**src/verilog/dpllr_pkg.sv**
```systemverilog
//----------------------------------------------------------------
// Notes on behaviour
//----------------------------------------------------------------
// Notes on behaviour
// RULE_01 - Each input falling edge samples loop output; inverted sample high when locked.
// RULE_02 - Lock shown only after a retriggerable timeout longer than four input periods.
// RULE_03 - With the edge detector the lock indicator is unreliable near centre.
// RULE_04 - With the edge detector the inverted sample is the decoded FSK bit.
// RULE_05 - Each input falling edge captures the whole feedback counter.
// RULE_06 - Reference feedback counter divides by 16, giving a 4-bit phase value.
// RULE_07 - Reported code is the bitwise inverse of the captured value.
// RULE_08 - Edge detector phase error is the absolute difference offset by half cycle.
// RULE_09 - Signed error is the inverted code with one subtracted at its MSB.
// RULE_10 - Error is accurate to one LSB, one N-th of a cycle.
// RULE_11 - Phase readout is meant for the edge detector mode.
// RULE_12 - Phase demodulation captures the counter on an external synchronous strobe.
// RULE_13 - Hold range extension divides both detector inputs by the same modulus L; the code divides only the fin falling edges, out on fin_div.
// RULE_14 - Timeout is a system clock counter reloaded on each trigger.
// RULE_15 - Input is synchronised and falling edges detected before use as strobes.
package dpllr_pkg;
   localparam int unsigned CNT_W = 4;
   localparam int unsigned CLK_HZ = 40000000;
   // Slowest supported input frequency
   localparam int unsigned FIN_MIN_HZ = 100000;
   localparam int unsigned TIMEOUT_PERIODS = 5;
   localparam int unsigned TIMEOUT_CYC = (CLK_HZ / FIN_MIN_HZ) * TIMEOUT_PERIODS;
   localparam int unsigned TMO_W = 24;
   localparam logic [CNT_W-1:0] CODE_RST = 4'h0;
   localparam int unsigned DIV_L_W = 8;
   localparam logic [DIV_L_W-1:0] DIV_L_RST = 8'h01;
   typedef enum logic [1:0] {
      DPLLR_SRC_EDGE = 2'b00,
      DPLLR_SRC_STROBE = 2'b01
   } dpllr_src_t;
endpackage

```
**src/verilog/dpllr_div_if.sv**
```systemverilog
`timescale 1ns/1ps
interface dpllr_div_if;
   import dpllr_pkg::*;
   logic tick;
   logic pulse;
   logic [DIV_L_W-1:0] modulus;
   modport master (output tick, output modulus, input pulse);
   modport slave (input tick, input modulus, output pulse);
endinterface

```
**src/verilog/dpllr_divider.sv**
```systemverilog
`timescale 1ns/1ps
module dpllr_divider
   import dpllr_pkg::*;
(
   input wire logic clk,
   input wire logic reset_n,
   dpllr_div_if.slave div
);
   logic [DIV_L_W-1:0] cnt_q, cnt_d;
   logic pulse_q, pulse_d;

   always_comb begin
      cnt_d = cnt_q;
      pulse_d = 1'b0;
      if (div.tick) begin
         if (cnt_q + 8'h01 >= div.modulus) begin
            cnt_d = '0;
            pulse_d = 1'b1;
         end else begin
            cnt_d = cnt_q + 8'h01;
         end
      end
   end

   always_ff @(posedge clk or negedge reset_n) begin
      if (!reset_n) begin
         cnt_q <= '0;
         pulse_q <= 1'b0;
      end else begin
         cnt_q <= cnt_d;
         pulse_q <= pulse_d;
      end
   end

   assign div.pulse = pulse_q;
endmodule

```
**src/verilog/dpllr_top.sv**
```systemverilog
`timescale 1ns/1ps
module dpllr_top
   import dpllr_pkg::*;
(
   input wire logic clk,
   input wire logic reset_n,
   input wire logic fin,
   input wire logic [CNT_W-1:0] fb_count,
   input wire logic edge_mode,
   input wire logic strobe_mode,
   input wire logic ext_strobe,
   input wire logic [DIV_L_W-1:0] hold_modulus,
   output logic locked,
   output logic lock_valid,
   output logic fsk_bit,
   output logic [CNT_W-1:0] phase_code,
   output logic signed [CNT_W-1:0] phase_error,
   output logic code_valid,
   output logic fin_div
);
   //--------------------------------------------------------------
   // Input synchronisers
   //--------------------------------------------------------------
   logic [2:0] fin_s_q, fin_s_d;
   logic [CNT_W-1:0] fbc1_q, fbc2_q, fbc_d1, fbc_d2;
   logic [1:0] stb_s_q, stb_s_d;
   logic stb_prev_q, stb_prev_d;
   logic fall;
   logic cap;

   always_comb begin
      fin_s_d = {fin_s_q[1:0], fin}; // RULE_15
      fbc_d1 = fb_count;
      fbc_d2 = fbc1_q;
      stb_s_d = {stb_s_q[0], ext_strobe};
      stb_prev_d = stb_s_q[1];
   end

   always_ff @(posedge clk or negedge reset_n) begin
      if (!reset_n) begin
         fin_s_q <= 3'h0;
         fbc1_q <= CODE_RST;
         fbc2_q <= CODE_RST;
         stb_s_q <= 2'h0;
         stb_prev_q <= 1'b0;
      end else begin
         fin_s_q <= fin_s_d;
         fbc1_q <= fbc_d1;
         fbc2_q <= fbc_d2;
         stb_s_q <= stb_s_d;
         stb_prev_q <= stb_prev_d;
      end
   end

   assign fall = fin_s_q[2] & ~fin_s_q[1]; // RULE_15
   // Strobe mode captures on rising edge of the external strobe
   assign cap = strobe_mode ? (stb_s_q[1] & ~stb_prev_q) : fall; // RULE_12

   //--------------------------------------------------------------
   // Hold range divider on the input edge stream
   //--------------------------------------------------------------
   dpllr_div_if div_i ();
   assign div_i.tick = fall;
   assign div_i.modulus = (hold_modulus == 8'h00) ? DIV_L_RST : hold_modulus; // RULE_13

   dpllr_divider u_div (
      .clk(clk),
      .reset_n(reset_n),
      .div(div_i)
   );

   logic fin_div_q, fin_div_d;
   always_comb begin
      fin_div_d = fin_div_q ^ div_i.pulse; // RULE_13
   end
   always_ff @(posedge clk or negedge reset_n) begin
      if (!reset_n) begin
         fin_div_q <= 1'b0;
      end else begin
         fin_div_q <= fin_div_d;
      end
   end
   assign fin_div = fin_div_q;

   //--------------------------------------------------------------
   // Sample and capture
   //--------------------------------------------------------------
   logic samp_n_q, samp_n_d;
   logic [CNT_W-1:0] cap_q, cap_d;
   logic cv_q, cv_d;

   always_comb begin
      samp_n_d = samp_n_q;
      cap_d = cap_q;
      cv_d = 1'b0;
      if (fall) begin
         samp_n_d = ~fbc2_q[CNT_W-1]; // RULE_01
      end
      if (cap) begin
         cap_d = fbc2_q; // RULE_05 RULE_06
         cv_d = 1'b1;
      end
   end

   always_ff @(posedge clk or negedge reset_n) begin
      if (!reset_n) begin
         samp_n_q <= 1'b1;
         cap_q <= CODE_RST;
         cv_q <= 1'b0;
      end else begin
         samp_n_q <= samp_n_d;
         cap_q <= cap_d;
         cv_q <= cv_d;
      end
   end

   //--------------------------------------------------------------
   // Lock timeout
   //--------------------------------------------------------------
   logic [TMO_W-1:0] tmo_q, tmo_d;
   logic samp_prev_q, samp_prev_d;

   always_comb begin
      tmo_d = tmo_q;
      samp_prev_d = samp_n_q;
      if (samp_prev_q & ~samp_n_q) begin
         tmo_d = TMO_W'(TIMEOUT_CYC); // RULE_02 RULE_14
      end else if (tmo_q != '0) begin
         tmo_d = tmo_q - 1'b1; // RULE_14
      end
   end

   always_ff @(posedge clk or negedge reset_n) begin
      if (!reset_n) begin
         tmo_q <= TMO_W'(TIMEOUT_CYC);
         samp_prev_q <= 1'b1;
      end else begin
         tmo_q <= tmo_d;
         samp_prev_q <= samp_prev_d;
      end
   end

   assign locked = (tmo_q == '0); // RULE_02
   assign lock_valid = ~edge_mode; // RULE_03
   assign fsk_bit = samp_n_q; // RULE_04

   //--------------------------------------------------------------
   // Code readout
   //--------------------------------------------------------------
   function automatic logic signed [CNT_W-1:0] to_error(input logic [CNT_W-1:0] c);
      to_error = signed'({~c[CNT_W-1], c[CNT_W-2:0]}); // RULE_09 RULE_08
   endfunction

   always_comb begin
      phase_code = ~cap_q; // RULE_07 RULE_11
      // Captured count less half a cycle, so code 0000 reads +7
      phase_error = to_error(cap_q); // RULE_10
   end
   assign code_valid = cv_q;
endmodule

```
**config.mk**
```make
export PLATFORM = sky130hd
export DESIGN_NAME = dpllr_top
export DESIGN_NICKNAME = d
export VERILOG_FILES = /design/src/verilog/dpllr_pkg.sv /design/src/verilog/dpllr_div_if.sv /design/src/verilog/dpllr_divider.sv /design/src/verilog/dpllr_top.sv
export SDC_FILE = /design/constraint.sdc
export NUM_CORES = 1
export LEC_CHECK = 0
export BUFFER_PORTS_ARGS = -buffer_cell sky130_fd_sc_hd__buf_4
export CELL_PAD_IN_SITES_DETAIL_PLACEMENT = 1
export CELL_PAD_IN_SITES_GLOBAL_PLACEMENT = 2
export CORE_AREA = 5 5 89 91
export CTS_CLUSTER_DIAMETER = 30
export CTS_CLUSTER_SIZE = 12
export DETAILED_ROUTE_END_ITERATION = 10
export DIE_AREA = 0 0 94 96
export HOLD_SLACK_MARGIN = 0.1
export PLACE_DENSITY_LB_ADDON = 0.1
export SLEW_MARGIN = 20
export SYNTH_ARGS = -nofsm -noshare
export SYNTH_HDL_FRONTEND = slang
export SYNTH_HIERARCHICAL = 1
export SYNTH_SLANG_ARGS = --single-unit
```
**constraint.sdc**
```tcl
create_clock -name clk -period 3.7 [get_ports clk]
set_clock_uncertainty 0.2 [all_clocks]
set_input_delay 0.185 -clock clk [delete_from_list [all_inputs] [get_ports clk]]
set_output_delay 0.185 -clock clk [all_outputs]
set_load 0.01 [all_outputs]
```
==> key figures, run 1 <==
Setup path
  • Required time worst endpoint: 3310 ps
  • Crit-path cells: inv_1 -> ha_1 -> nor3b_1 -> nand4_4 -> or2_1 -> inv_2 -> buf_4
  • CP Class: reg -> out
  • CP bufs+invs: 3
  • CP endpoint kind: primary output
  • Startpoint type of the worst setup path: register
  • Reg-to-reg slack, setup: 1130 ps
  • Crit-path max FO: 10
  • CP delay by family, top: simple AND/OR/NAND/NOR gates
  • Slowest CP cell: nor3b_1
  • Crit-path max cell delay: 510 ps
  • Arr. time, crit path: 2410 ps

GRT
  • Initial antenna violation count: 0
  • Largest net degree at the start of global routing: 56
  • Grt ovf: 0
  • Gr usage total: 0.136
  • First-pass GRT wire length: 9680 um
  • Vias in the first global route: 2018

STA
  • Setup_tns: 0 ps
  • Fin crit period: 2800 ps
  • Hold Violations, Final: 0
  • Rel. slew slack: 0.543
  • Fmax: 357 MHz
  • Fin crit share: 0.756
  • Setup-failing EPs final: 0
  • Worst-Margin Slew: 685 ps
  • Final Max Slew Viols: 0
  • RSZ-0062 raised after global routing: false

Route
  • Via count: 1946
  • Via/cell ratio: 5.00
  • Wire per inst: 14.2 um
  • First drt pass iteration count: 4
  • Post-route ant nets: 0
  • 1st-iter DRT viols: 67
  • Total Wirelength: 5510 um
  • DRC: 0

CTS
  • Number of clock sinks: 55
  • Post-CTS Setup Bufs: 0
  • Root Driver: clkbuf_8
  • Clk_lat worst skew: 310 ps
  • TritonCTS clock tree: built
  • Htree depth: 2
  • Clock transition at the registers of the reported paths: 100 ps
  • Total CTS buffers: 5
  • CTS Buffer Depth: 2

Layout
  • Multi-input logic area: 1190 sq um
  • Number of fill cells in the layout: 797
  • Share of cells above drive strength 1: 0.193
  • Reg area: 1390 sq um
  • Number of diodes: 0
  • Final nets: 318
  • Area delta synth->final: 16.9%

Power
  • Leak Pwr: 0.00154 uW
  • Power Dens Cells: 500 nW/um^2
  • Final Power: 1600 uW
  • Maximum vdd drop: 186 uV

Logic synthesis
  • Post-synth top area cell: dfrtp_1
  • Library cells used by synthesis: 47
  • Largest family of logic cells by synthesized area: simple AND/OR/NAND/NOR gates
  • Post-Syn Area: 2740 sq um
  • Mux contribution to synthesized area: 0.00732
  • Synth cell count leaders: dfrtp_1 (47), inv_1 (18), nor2_1 (16)
  • Cell with the most instances after synthesis: dfrtp_1
  • Synth Register Bits: 55
  • Ys async rst share: 1.00
  • Post-synthesis xor/xnor area fraction: 0.0512
  • Adder-cell share of the synthesized area: 0.0503
  • Post-synthesis simple-gate area fraction: 0.197
  • Synth Area in Compound Gates: 0.129
  • Syn Area/Cell: 10.5 sq um
  • Post-synth EDFFs: 0
  • Top FF cell, synth: dfrtp_1
  • Main area contributors after synthesis: dfrtp_1 (43%), dfstp_2 (7.7%), ha_1 (5.0%)
  • Post-Synthesis Cells: 260
  • Syn nets: 289
  • Share of Yosys cell area claimed by the top area cell type: 0.430
  • Register area share after synthesis: 0.507
  • Ys Warns: 6

Die
  • Initial Util: 0.387
  • Die Ht: 96 um
  • Row count: 31
  • Core Region: 7060 sq um
  • DIE WIDTH: 94 um
  • Top Ports: 31
  • Die area: 9020 sq um

Placement
  • GP Congestion: 0.743
  • Input/output buffers: 30
  • Final HPWL DP: 3880 um

Flow run
  • Max_cap viols: 0

Outcome
  • Status: finished, final reports clean

Hold path
  • Worst hold path type: reg -> reg
## cell type report
cell class                      count  share of cell area
Sequential cell                    55               0.433
Multi-Input combinational cell    169               0.371
Timing Repair Buffer               39              0.0978
Tap cell                           99              0.0387
Inverter                           19              0.0223
Clock buffer                        5              0.0215
Clock inverter                      3              0.0149
## repair_timing
action,4_1_cts,5_1_grt
hold buffers,8,0
gates resized for setup,0,0
endpoints found under the hold margin,54,0
## flip-flops by register name, summed over array words and instances (netlist names)
register and cells:
tmo_q 24, u_div/cnt_q 8, cap_q 4, fbc1_q 4, fbc2_q 4, fin_s_q 3
stb_s_q 2, code_valid 1, fin_div 1, fsk_bit 1, samp_prev_q 1, stb_prev_q 1
u_div/div.pulse 1
## cells by family after synthesis
family	Yosys count
AOI/OAI and AO/OA	50
xor gates and xnor gates	16
adders and majority gates	11
buffers and inverters	36
DFF	55
muxes	2
and+or+nand+nor	90
## where the power goes
group,internal [uW],switching [uW],total (uW)
registers,689,77.5,766
logic,201,220,422
clock network,205,207,412
## final timing paths
| check | from | endpoint | cells past startpoint |
|---|---|---|---|
| setup / recovery | tmo_q[0] | locked | 7 |
| hold / removal | fbc1_q[0] | fbc2_q[0] | 0 |
| setup reg to reg | u_div/cnt_q[0] | u_div/cnt_q[1] | 8 |
| hold reg to reg | fbc1_q[0] | fbc2_q[0] | 0 |
| max in group asynchronous | reset_n | tmo_q[13] | 2 |
| min in group asynchronous | reset_n | cap_q[2] | 2 |
## per-stage QoR
stage	util	instances	instance area, sq um	setup WS, ps	hold slack, ps
6_report	0.453	389	3200	902	152
5_1_grt	0.453	389	3200	755	160
4_1_cts	0.453	389	3200	874	152
3_5_place_dp	0.425	373	3000	1150	87.8
3_3_place_gp	0.425	373	3000	1140	85.3
2_1_floorplan	-	260	2740	1360	-311
## layout by cell type, fill, tap and decap left out, types with 3 or more instances in the layout
master / synthesis / layout
dfrtp_1: 47 / 47
buf_4: 5 / 31
inv_1: 18 / 18
nor2_1: 16 / 16
nand2_1: 13 / 13
xor2_1: 12 / 12
ha_1: 11 / 11
or3_1: 10 / 10
o21ai_0: 10 / 10
nand3_1: 8 / 8
o21ai_1: 8 / 8
a21oi_1: 8 / 8
dfstp_2: 8 / 8
dlygate4sd3_1: 0 / 8
nor2b_1: 7 / 7
a41o_1: 7 / 7
nor3_1: 6 / 6
and3_1: 5 / 5
clkbuf_8: 0 / 5
nand2b_1: 4 / 4
and4_1: 4 / 4
xnor2_1: 4 / 4
nor4_1: 3 / 3
a31oi_1: 3 / 3
nand4_1: 3 / 3
## layer usage
layer / vias to the layer above / routed length [um] / global-route usage
met5: - / 0 / 0
met4: 0 / 83 / 0.0469
met3: 6 / 174 / 0.0250
met2: 31 / 2500 / 0.222
met1: 943 / 2750 / 0.183
li1: 966 / - / -
Note: power is estimated with default switching activity, not from simulation.
==> run 2: changes to the inputs <==
--- a/config.mk
+++ b/config.mk
@@ -8,11 +8,11 @@
 export BUFFER_PORTS_ARGS = -buffer_cell sky130_fd_sc_hd__buf_4
 export CELL_PAD_IN_SITES_DETAIL_PLACEMENT = 1
 export CELL_PAD_IN_SITES_GLOBAL_PLACEMENT = 2
-export CORE_AREA = 5 5 89 91
+export CORE_AREA = 5 5 91 93
 export CTS_CLUSTER_DIAMETER = 30
 export CTS_CLUSTER_SIZE = 12
 export DETAILED_ROUTE_END_ITERATION = 10
-export DIE_AREA = 0 0 94 96
+export DIE_AREA = 0 0 96 98
 export HOLD_SLACK_MARGIN = 0.1
 export PLACE_DENSITY_LB_ADDON = 0.1
 export SLEW_MARGIN = 20
==> constraint.sdc (replaced) <==
create_clock -name clk -period 2.7 [get_ports clk]
set_clock_uncertainty 0.2 [all_clocks]
set_input_delay 0.135 -clock clk [delete_from_list [all_inputs] [get_ports clk]]
set_output_delay 0.135 -clock clk [all_outputs]
set_load 0.01 [all_outputs]
==> key figures, run 2 (synthesis results as in run 1) <==
Layout
  • Number of diodes: 0 (unchanged)
  • Area delta synth->final: 18.3%
  • Post-layout instance area: 3230 sq um (+1.1%)
  • Share of cells above drive strength 1: 0.207 (+0.0144)
  • Max FFs per register: 24 (unchanged)
  • Leading registers by flop count: tmo_q: 24 flops, u_div/cnt_q: 8 flops
  • Most common cell after layout, fill and taps aside: dfrtp_1
  • Most frequent cells in the layout: dfrtp_1 (47), buf_4 (35), inv_1 (18)
  • Final nets: 322 (+1.3%)
  • Top reg by flops: tmo_q

CTS
  • Total CTS buffers: 5 (unchanged)
  • Number of clock sinks: 55 (unchanged)
  • Htree depth: 2 (unchanged)
  • CTS Buffer Depth: 2 (unchanged)
  • TritonCTS clock tree: built
  • Clk_lat worst skew: 310 ps (about the same)
  • Root Driver: clkbuf_8
  • Post-CTS Setup Bufs: 0 (unchanged)
  • Clock transition at the registers of the reported paths: 100 ps (about the same)

STA
  • Fin crit period: 2500 ps
  • Setup_tns: 0 ps (unchanged)
  • Setup-failing EPs final: 0 (unchanged)
  • Fin crit share: 0.927
  • RSZ-0062 raised after global routing: false
  • Hold Violations, Final: 0 (unchanged)
  • Final Max Slew Viols: 0 (unchanged)
  • Rel. slew slack: 0.523 (-0.0207)
  • Fmax: 400 MHz
  • Worst-Margin Slew: 716 ps (+31.1 ps)

GRT
  • Gr usage total: 0.132 (-0.00464)
  • Largest net degree at the start of global routing: 56 (unchanged)
  • First-pass GRT wire length: 9810 um (+1.4%)
  • Grt ovf: 0 (unchanged)
  • Initial antenna violation count: 0 (unchanged)
  • Vias in the first global route: 2009 (-0.45%)

Placement
  • Input/output buffers: 30 (unchanged)
  • Final HPWL DP: 3950 um (+1.8%)
  • Dpl cell area: 3040 sq um (+1.1%)
  • GP Congestion: 0.713 (-4.1%)

Die
  • Initial Util: 0.367 (-0.0202)
  • Die area: 9410 sq um (+4.3%)
  • Die Ht: 98 um (+2.1%)
  • DIE WIDTH: 96 um (+2.1%)
  • Top Ports: 31 (unchanged)
  • Row count: 32 (+3.2%)
  • Core Region: 7450 sq um (+5.5%)

Flow run
  • Max_cap viols: 0 (unchanged)

Route
  • Post-route ant nets: 0 (unchanged)
  • First drt pass iteration count: 4 (unchanged)
  • Total Wirelength: 5680 um (+3.1%)
  • Via count: 1950 (+0.21%)
  • DRC: 0 (unchanged)
  • 1st-iter DRT viols: 49 (-27%)
  • Wire per inst: 14.3 um (+1.3%)
  • Via/cell ratio: 4.92 (-1.6%)

Setup path
  • Arr. time, crit path: 2510 ps (+100 ps)
  • Required time worst endpoint: 2710 ps (-600 ps)
  • CP Class: reg -> reg
  • CP endpoint kind: register
  • Startpoint type of the worst setup path: register
  • Crit-path max FO: 7 (-3)

Hold path
  • Worst hold path type: reg -> reg

Power
  • Maximum vdd drop: 263 uV (+41%)
  • Leak Pwr: 0.00157 uW (+1.4%)
  • Power Dens Cells: 686 nW/um^2 (+37%)

Outcome
  • Status: finished, final reports clean
## run 2: changes by cell type in the layout (fill, tap and decap cells not counted)
cell   change
buf_4      +4
or2_4      +1
or2_1      -1
## run 2: final timing paths
check                                from             end  slack (ps)  cells past startpoint
min in group asynchronous         reset_n  u_div/cnt_q[7]         210                      2
hold reg to reg                stb_s_q[0]      stb_s_q[1]         160                      0
max in group asynchronous         reset_n       fbc1_q[3]        1620                      2
setup reg to reg           u_div/cnt_q[0]  u_div/cnt_q[4]         200                      8
hold / removal                 stb_s_q[0]      stb_s_q[1]         160                      0
setup / recovery           u_div/cnt_q[0]  u_div/cnt_q[4]         200                      8
## run 2: report_power, final
| group | leakage (uW) | internal, uW | switching, uW |
|---|---|---|---|
| Clock | 0.0000587 | 282 | 291 |
| Combinational | 0.000820 | 289 | 306 |
| Sequential | 0.000687 | 944 | 108 |
| Total | 0.00157 | 1510 | 705 |
## run 2: per-layer routing
layer	GRT usage	vias to the layer above	wire, um	share of wire
met5	0	-	0	0
met4	0.0427	0	87	0.015
met3	0.0239	5	139	0.024
met2	0.204	28	2580	0.45
met1	0.185	946	2880	0.51
li1	-	971	-	-
## run 2: through the flow
step	worst slack [ps]	instances	power (uW)	hold slack, ps	util
after floorplan	359	260	1460	-361	-
after global placement	258	380	1650	45.3	0.408
after detailed placement	194	380	1660	42.6	0.408
after CTS	108	396	2260	161	0.434
after global routing	7.94	396	2380	166	0.434
final	197	396	2220	158	0.434
## run 2: layout make-up
cell class              count  area [sq um]
fillers                   857          4210
flip-flops and latches     55          1390
multi-input cells         169          1190
repair buffers             43           343
well taps                 102           128
inverters                  19          71.3
clock buffers               5          68.8
clock inverters             3          47.5
## run 2: repair_timing
action	CTS	global route
hold endpoints to repair	55	0
gates resized for setup	0	1
hold buffers	8	0
endpoints found under the setup margin	0	1
## run 2: critical path, cell delays in order, from the launching register on
cell and delay [ps]:
dfrtp_1 430, and3_1 240, and3_1 180, xor2_1 160
ha_1 330, and4_1 190, o21ai_1 70, or2_1 320
a41o_1 270
==> run 3: changes to the inputs <==
--- a/config.mk
+++ b/config.mk
@@ -8,11 +8,11 @@
 export BUFFER_PORTS_ARGS = -buffer_cell sky130_fd_sc_hd__buf_4
 export CELL_PAD_IN_SITES_DETAIL_PLACEMENT = 1
 export CELL_PAD_IN_SITES_GLOBAL_PLACEMENT = 2
-export CORE_AREA = 5 5 91 93
+export CORE_AREA = 5 5 71 121
 export CTS_CLUSTER_DIAMETER = 30
 export CTS_CLUSTER_SIZE = 12
 export DETAILED_ROUTE_END_ITERATION = 10
-export DIE_AREA = 0 0 96 98
+export DIE_AREA = 0 0 76 126
 export HOLD_SLACK_MARGIN = 0.1
 export PLACE_DENSITY_LB_ADDON = 0.1
 export SLEW_MARGIN = 20
==> key figures, run 3 (synthesis results as in run 1) <==
Power
  • Final Power: 2340 uW (+5.4%)
  • Internal power: 1610 uW (+6.4%)
  • NetSw: 727 uW (+3.3%)
  • Clock network power share: 0.293 (+0.035)
  • Combinational share of power: 0.257 (-0.011)
  • Sw Ratio: 0.311 (-0.00650)
  • Seq pwr share: 0.450 (-0.024)
  • Maximum vdd drop: 401 uV (+53%)
  • Power Dens Cells: 720 nW/um^2 (+4.9%)
  • Leak Pwr: 0.00158 uW (+0.87%)

CTS
  • Clock transition at the registers of the reported paths: 70 ps (-30 ps)
  • TritonCTS clock tree: built
  • Root Driver: clkbuf_16
  • Number of clock sinks: 55 (unchanged)
  • CTS Buffer Depth: 2 (unchanged)
  • Clk_lat worst skew: 290 ps (-20 ps)
  • Total CTS buffers: 5 (unchanged)
  • Htree depth: 2 (unchanged)

Route
  • Via/cell ratio: 5.13 (+4.1%)
  • Post-route ant nets: 0 (unchanged)
  • DRC: 0 (unchanged)
  • First drt pass iteration count: 4 (unchanged)
  • 1st-iter DRT viols: 29 (-41%)
  • Total Wirelength: 5810 um (+2.2%)
  • Via count: 1953 (+0.15%)
  • Wire per inst: 15.2 um (+6.2%)

Placement
  • GP Congestion: 0.709 (-0.46%)
  • Final HPWL DP: 4330 um (+9.5%)
  • Input/output buffers: 30 (unchanged)
  • Dpl cell area: 3010 sq um (-0.82%)

Setup path
  • Startpoint type of the worst setup path: register
  • Worst r2r path cells: 8 (unchanged)
  • Crit-path max FO: 7 (unchanged)
  • Reg-to-reg slack, setup: 190 ps (about the same)
  • Crit-path cells: and3_1 -> and3_1 -> xor2_1 -> ha_1 -> and4_1 -> o21ai_1 -> or2_1 -> a41o_1
  • CP Class: reg -> reg
  • Crit-path max cell delay: 420 ps (about the same)
  • Most used cell, CP: and3_1
  • Arr. time, crit path: 2490 ps (-20 ps)
  • Slowest CP cell: dfrtp_1
  • CP bufs+invs: 0 (unchanged)
  • CP delay by family, top: simple AND/OR/NAND/NOR gates
  • Required time worst endpoint: 2680 ps (-30 ps)
  • Reg-to-reg endpoint: u_div/cnt_q[5]
  • RR Startpoint: u_div/cnt_q[0]
  • CP endpoint kind: register

GRT
  • Grt ovf: 0 (unchanged)
  • Initial antenna violation count: 0 (unchanged)
  • Largest net degree at the start of global routing: 56 (unchanged)
  • Gr usage total: 0.133 (+0.000809)
  • First-pass GRT wire length: 10300 um (+5.0%)
  • Vias in the first global route: 2104 (+4.7%)

STA
  • Worst-Margin Slew: 710 ps (-5.93 ps)
  • Rel. slew slack: 0.527 (+0.00395)
  • Hold Violations, Final: 0 (unchanged)
  • Setup_tns: 0 ps (unchanged)
  • Fin crit share: 0.930 (+0.00288)
  • Fin crit period: 2510 ps (+7.77 ps)
  • Setup-failing EPs final: 0 (unchanged)
  • Fmax: 398 MHz (-0.31%)
  • Final Max Slew Viols: 0 (unchanged)
  • RSZ-0062 raised after global routing: false

Layout
  • Area delta synth->final: 18.8%
  • Top reg by flops: tmo_q
  • Final nets: 321 (-0.31%)
  • Max FFs per register: 24 (unchanged)
  • Number of diodes: 0 (unchanged)
  • Most frequent cells in the layout: dfrtp_1 (47), buf_4 (34), inv_1 (18)
  • Most common cell after layout, fill and taps aside: dfrtp_1
  • Finished Core Util: 0.432 (-0.00191)
  • Post-layout instance area: 3250 sq um (+0.46%)
  • Share of cells above drive strength 1: 0.205 (-0.00270)
  • Leading registers by flop count: tmo_q: 24 flops, u_div/cnt_q: 8 flops

Hold path
  • Hold Path Sink: stb_s_q[1]
  • Worst hold start: stb_s_q[0]
  • Worst hold path type: reg -> reg
  • Worst hold path depth: 0 (unchanged)

Die
  • Row count: 42 (+31%)
  • Die Ht: 126 um (+29%)
  • DIE WIDTH: 76 um (-21%)
  • Die area: 9580 sq um (+1.8%)
  • Top Ports: 31 (unchanged)
  • Core Region: 7510 sq um (+0.91%)
  • Initial Util: 0.364 (-0.00330)

Flow run
  • Max_cap viols: 0 (unchanged)

Outcome
  • Status: finished, final reports clean
run 3: cell count changes in the layout (fill, tap and decap cells not counted), sizes merged:
cell    delta
bufinv     -1
clkinv     -1
clkbuf     +1
buf        -1
inv        +1
run 3: worst max-delay path by stage:
stage                        start              to  slack [ps]  depth (start not counted)
floorplan           u_div/cnt_q[0]  u_div/cnt_q[2]         360                          9
global placement    u_div/cnt_q[0]  u_div/cnt_q[2]         230                          8
detailed placement  u_div/cnt_q[0]  u_div/cnt_q[5]         190                          8
CTS                       tmo_q[0]          locked          60                          8
global route        u_div/cnt_q[0]  u_div/cnt_q[5]          60                          8
finish              u_div/cnt_q[0]  u_div/cnt_q[5]         190                          8
run 3: area by class of cell:
| class | count | area [sq um] |
|---|---|---|
| clock buffers | 6 | 139 |
| clock inverters | 2 | 17.5 |
| fillers | 842 | 4270 |
| inverters | 19 | 71.3 |
| multi-input cells | 169 | 1190 |
| flip-flops and latches | 55 | 1390 |
| well taps | 88 | 110 |
| repair buffers | 42 | 335 |
run 3: routing by layer:
| layer | vias to the layer above | global-route usage | share of wire |
|---|---|---|---|
| met1 | 969 | 0.140 | 0.38 |
| li1 | 967 | - | - |
| met3 | 6 | 0.0221 | 0.017 |
| met5 | - | 0 | 0 |
| met2 | 11 | 0.253 | 0.59 |
| met4 | 0 | 0.0535 | 0.019 |
run 3: power groups by stage:
| stage | Clock [uW] | Combinational, uW | Sequential (uW) |
|---|---|---|---|
| 2_1_floorplan | 0 | 418 | 1040 |
| 3_3_place_gp | 0 | 603 | 1070 |
| 3_5_place_dp | 0 | 611 | 1070 |
| 4_1_cts | 717 | 624 | 1050 |
| 5_1_grt | 750 | 685 | 1080 |
| 6_report | 685 | 602 | 1050 |
run 3: worst register-to-register path: cells and delay by family (launching register included):
kind / cells / cell delay (ps)
adder cells (fa/ha/maj): 1 / 330
AO/OA/AOI/OAI: 2 / 340
flip-flops: 1 / 420
XOR/XNOR: 1 / 160
AND/OR/NAND/NOR: 4 / 940
run 3: stage by stage:
step	hold WS (ps)	instances	setup WS [ps]
3_5_place_dp	38.9	365	192
2_1_floorplan	-361	260	359
4_1_cts	154	381	59.7
3_3_place_gp	36.5	365	232
6_report	151	381	190
5_1_grt	164	381	59.5
run 3: timing repair:
action / in CTS / in global routing
hold endpoints to repair: 54 / 0
endpoints found under the setup margin: 0 / 1
buffers inserted: 0 / 0
hold buffers: 8 / 0
resized for setup: 0 / 1
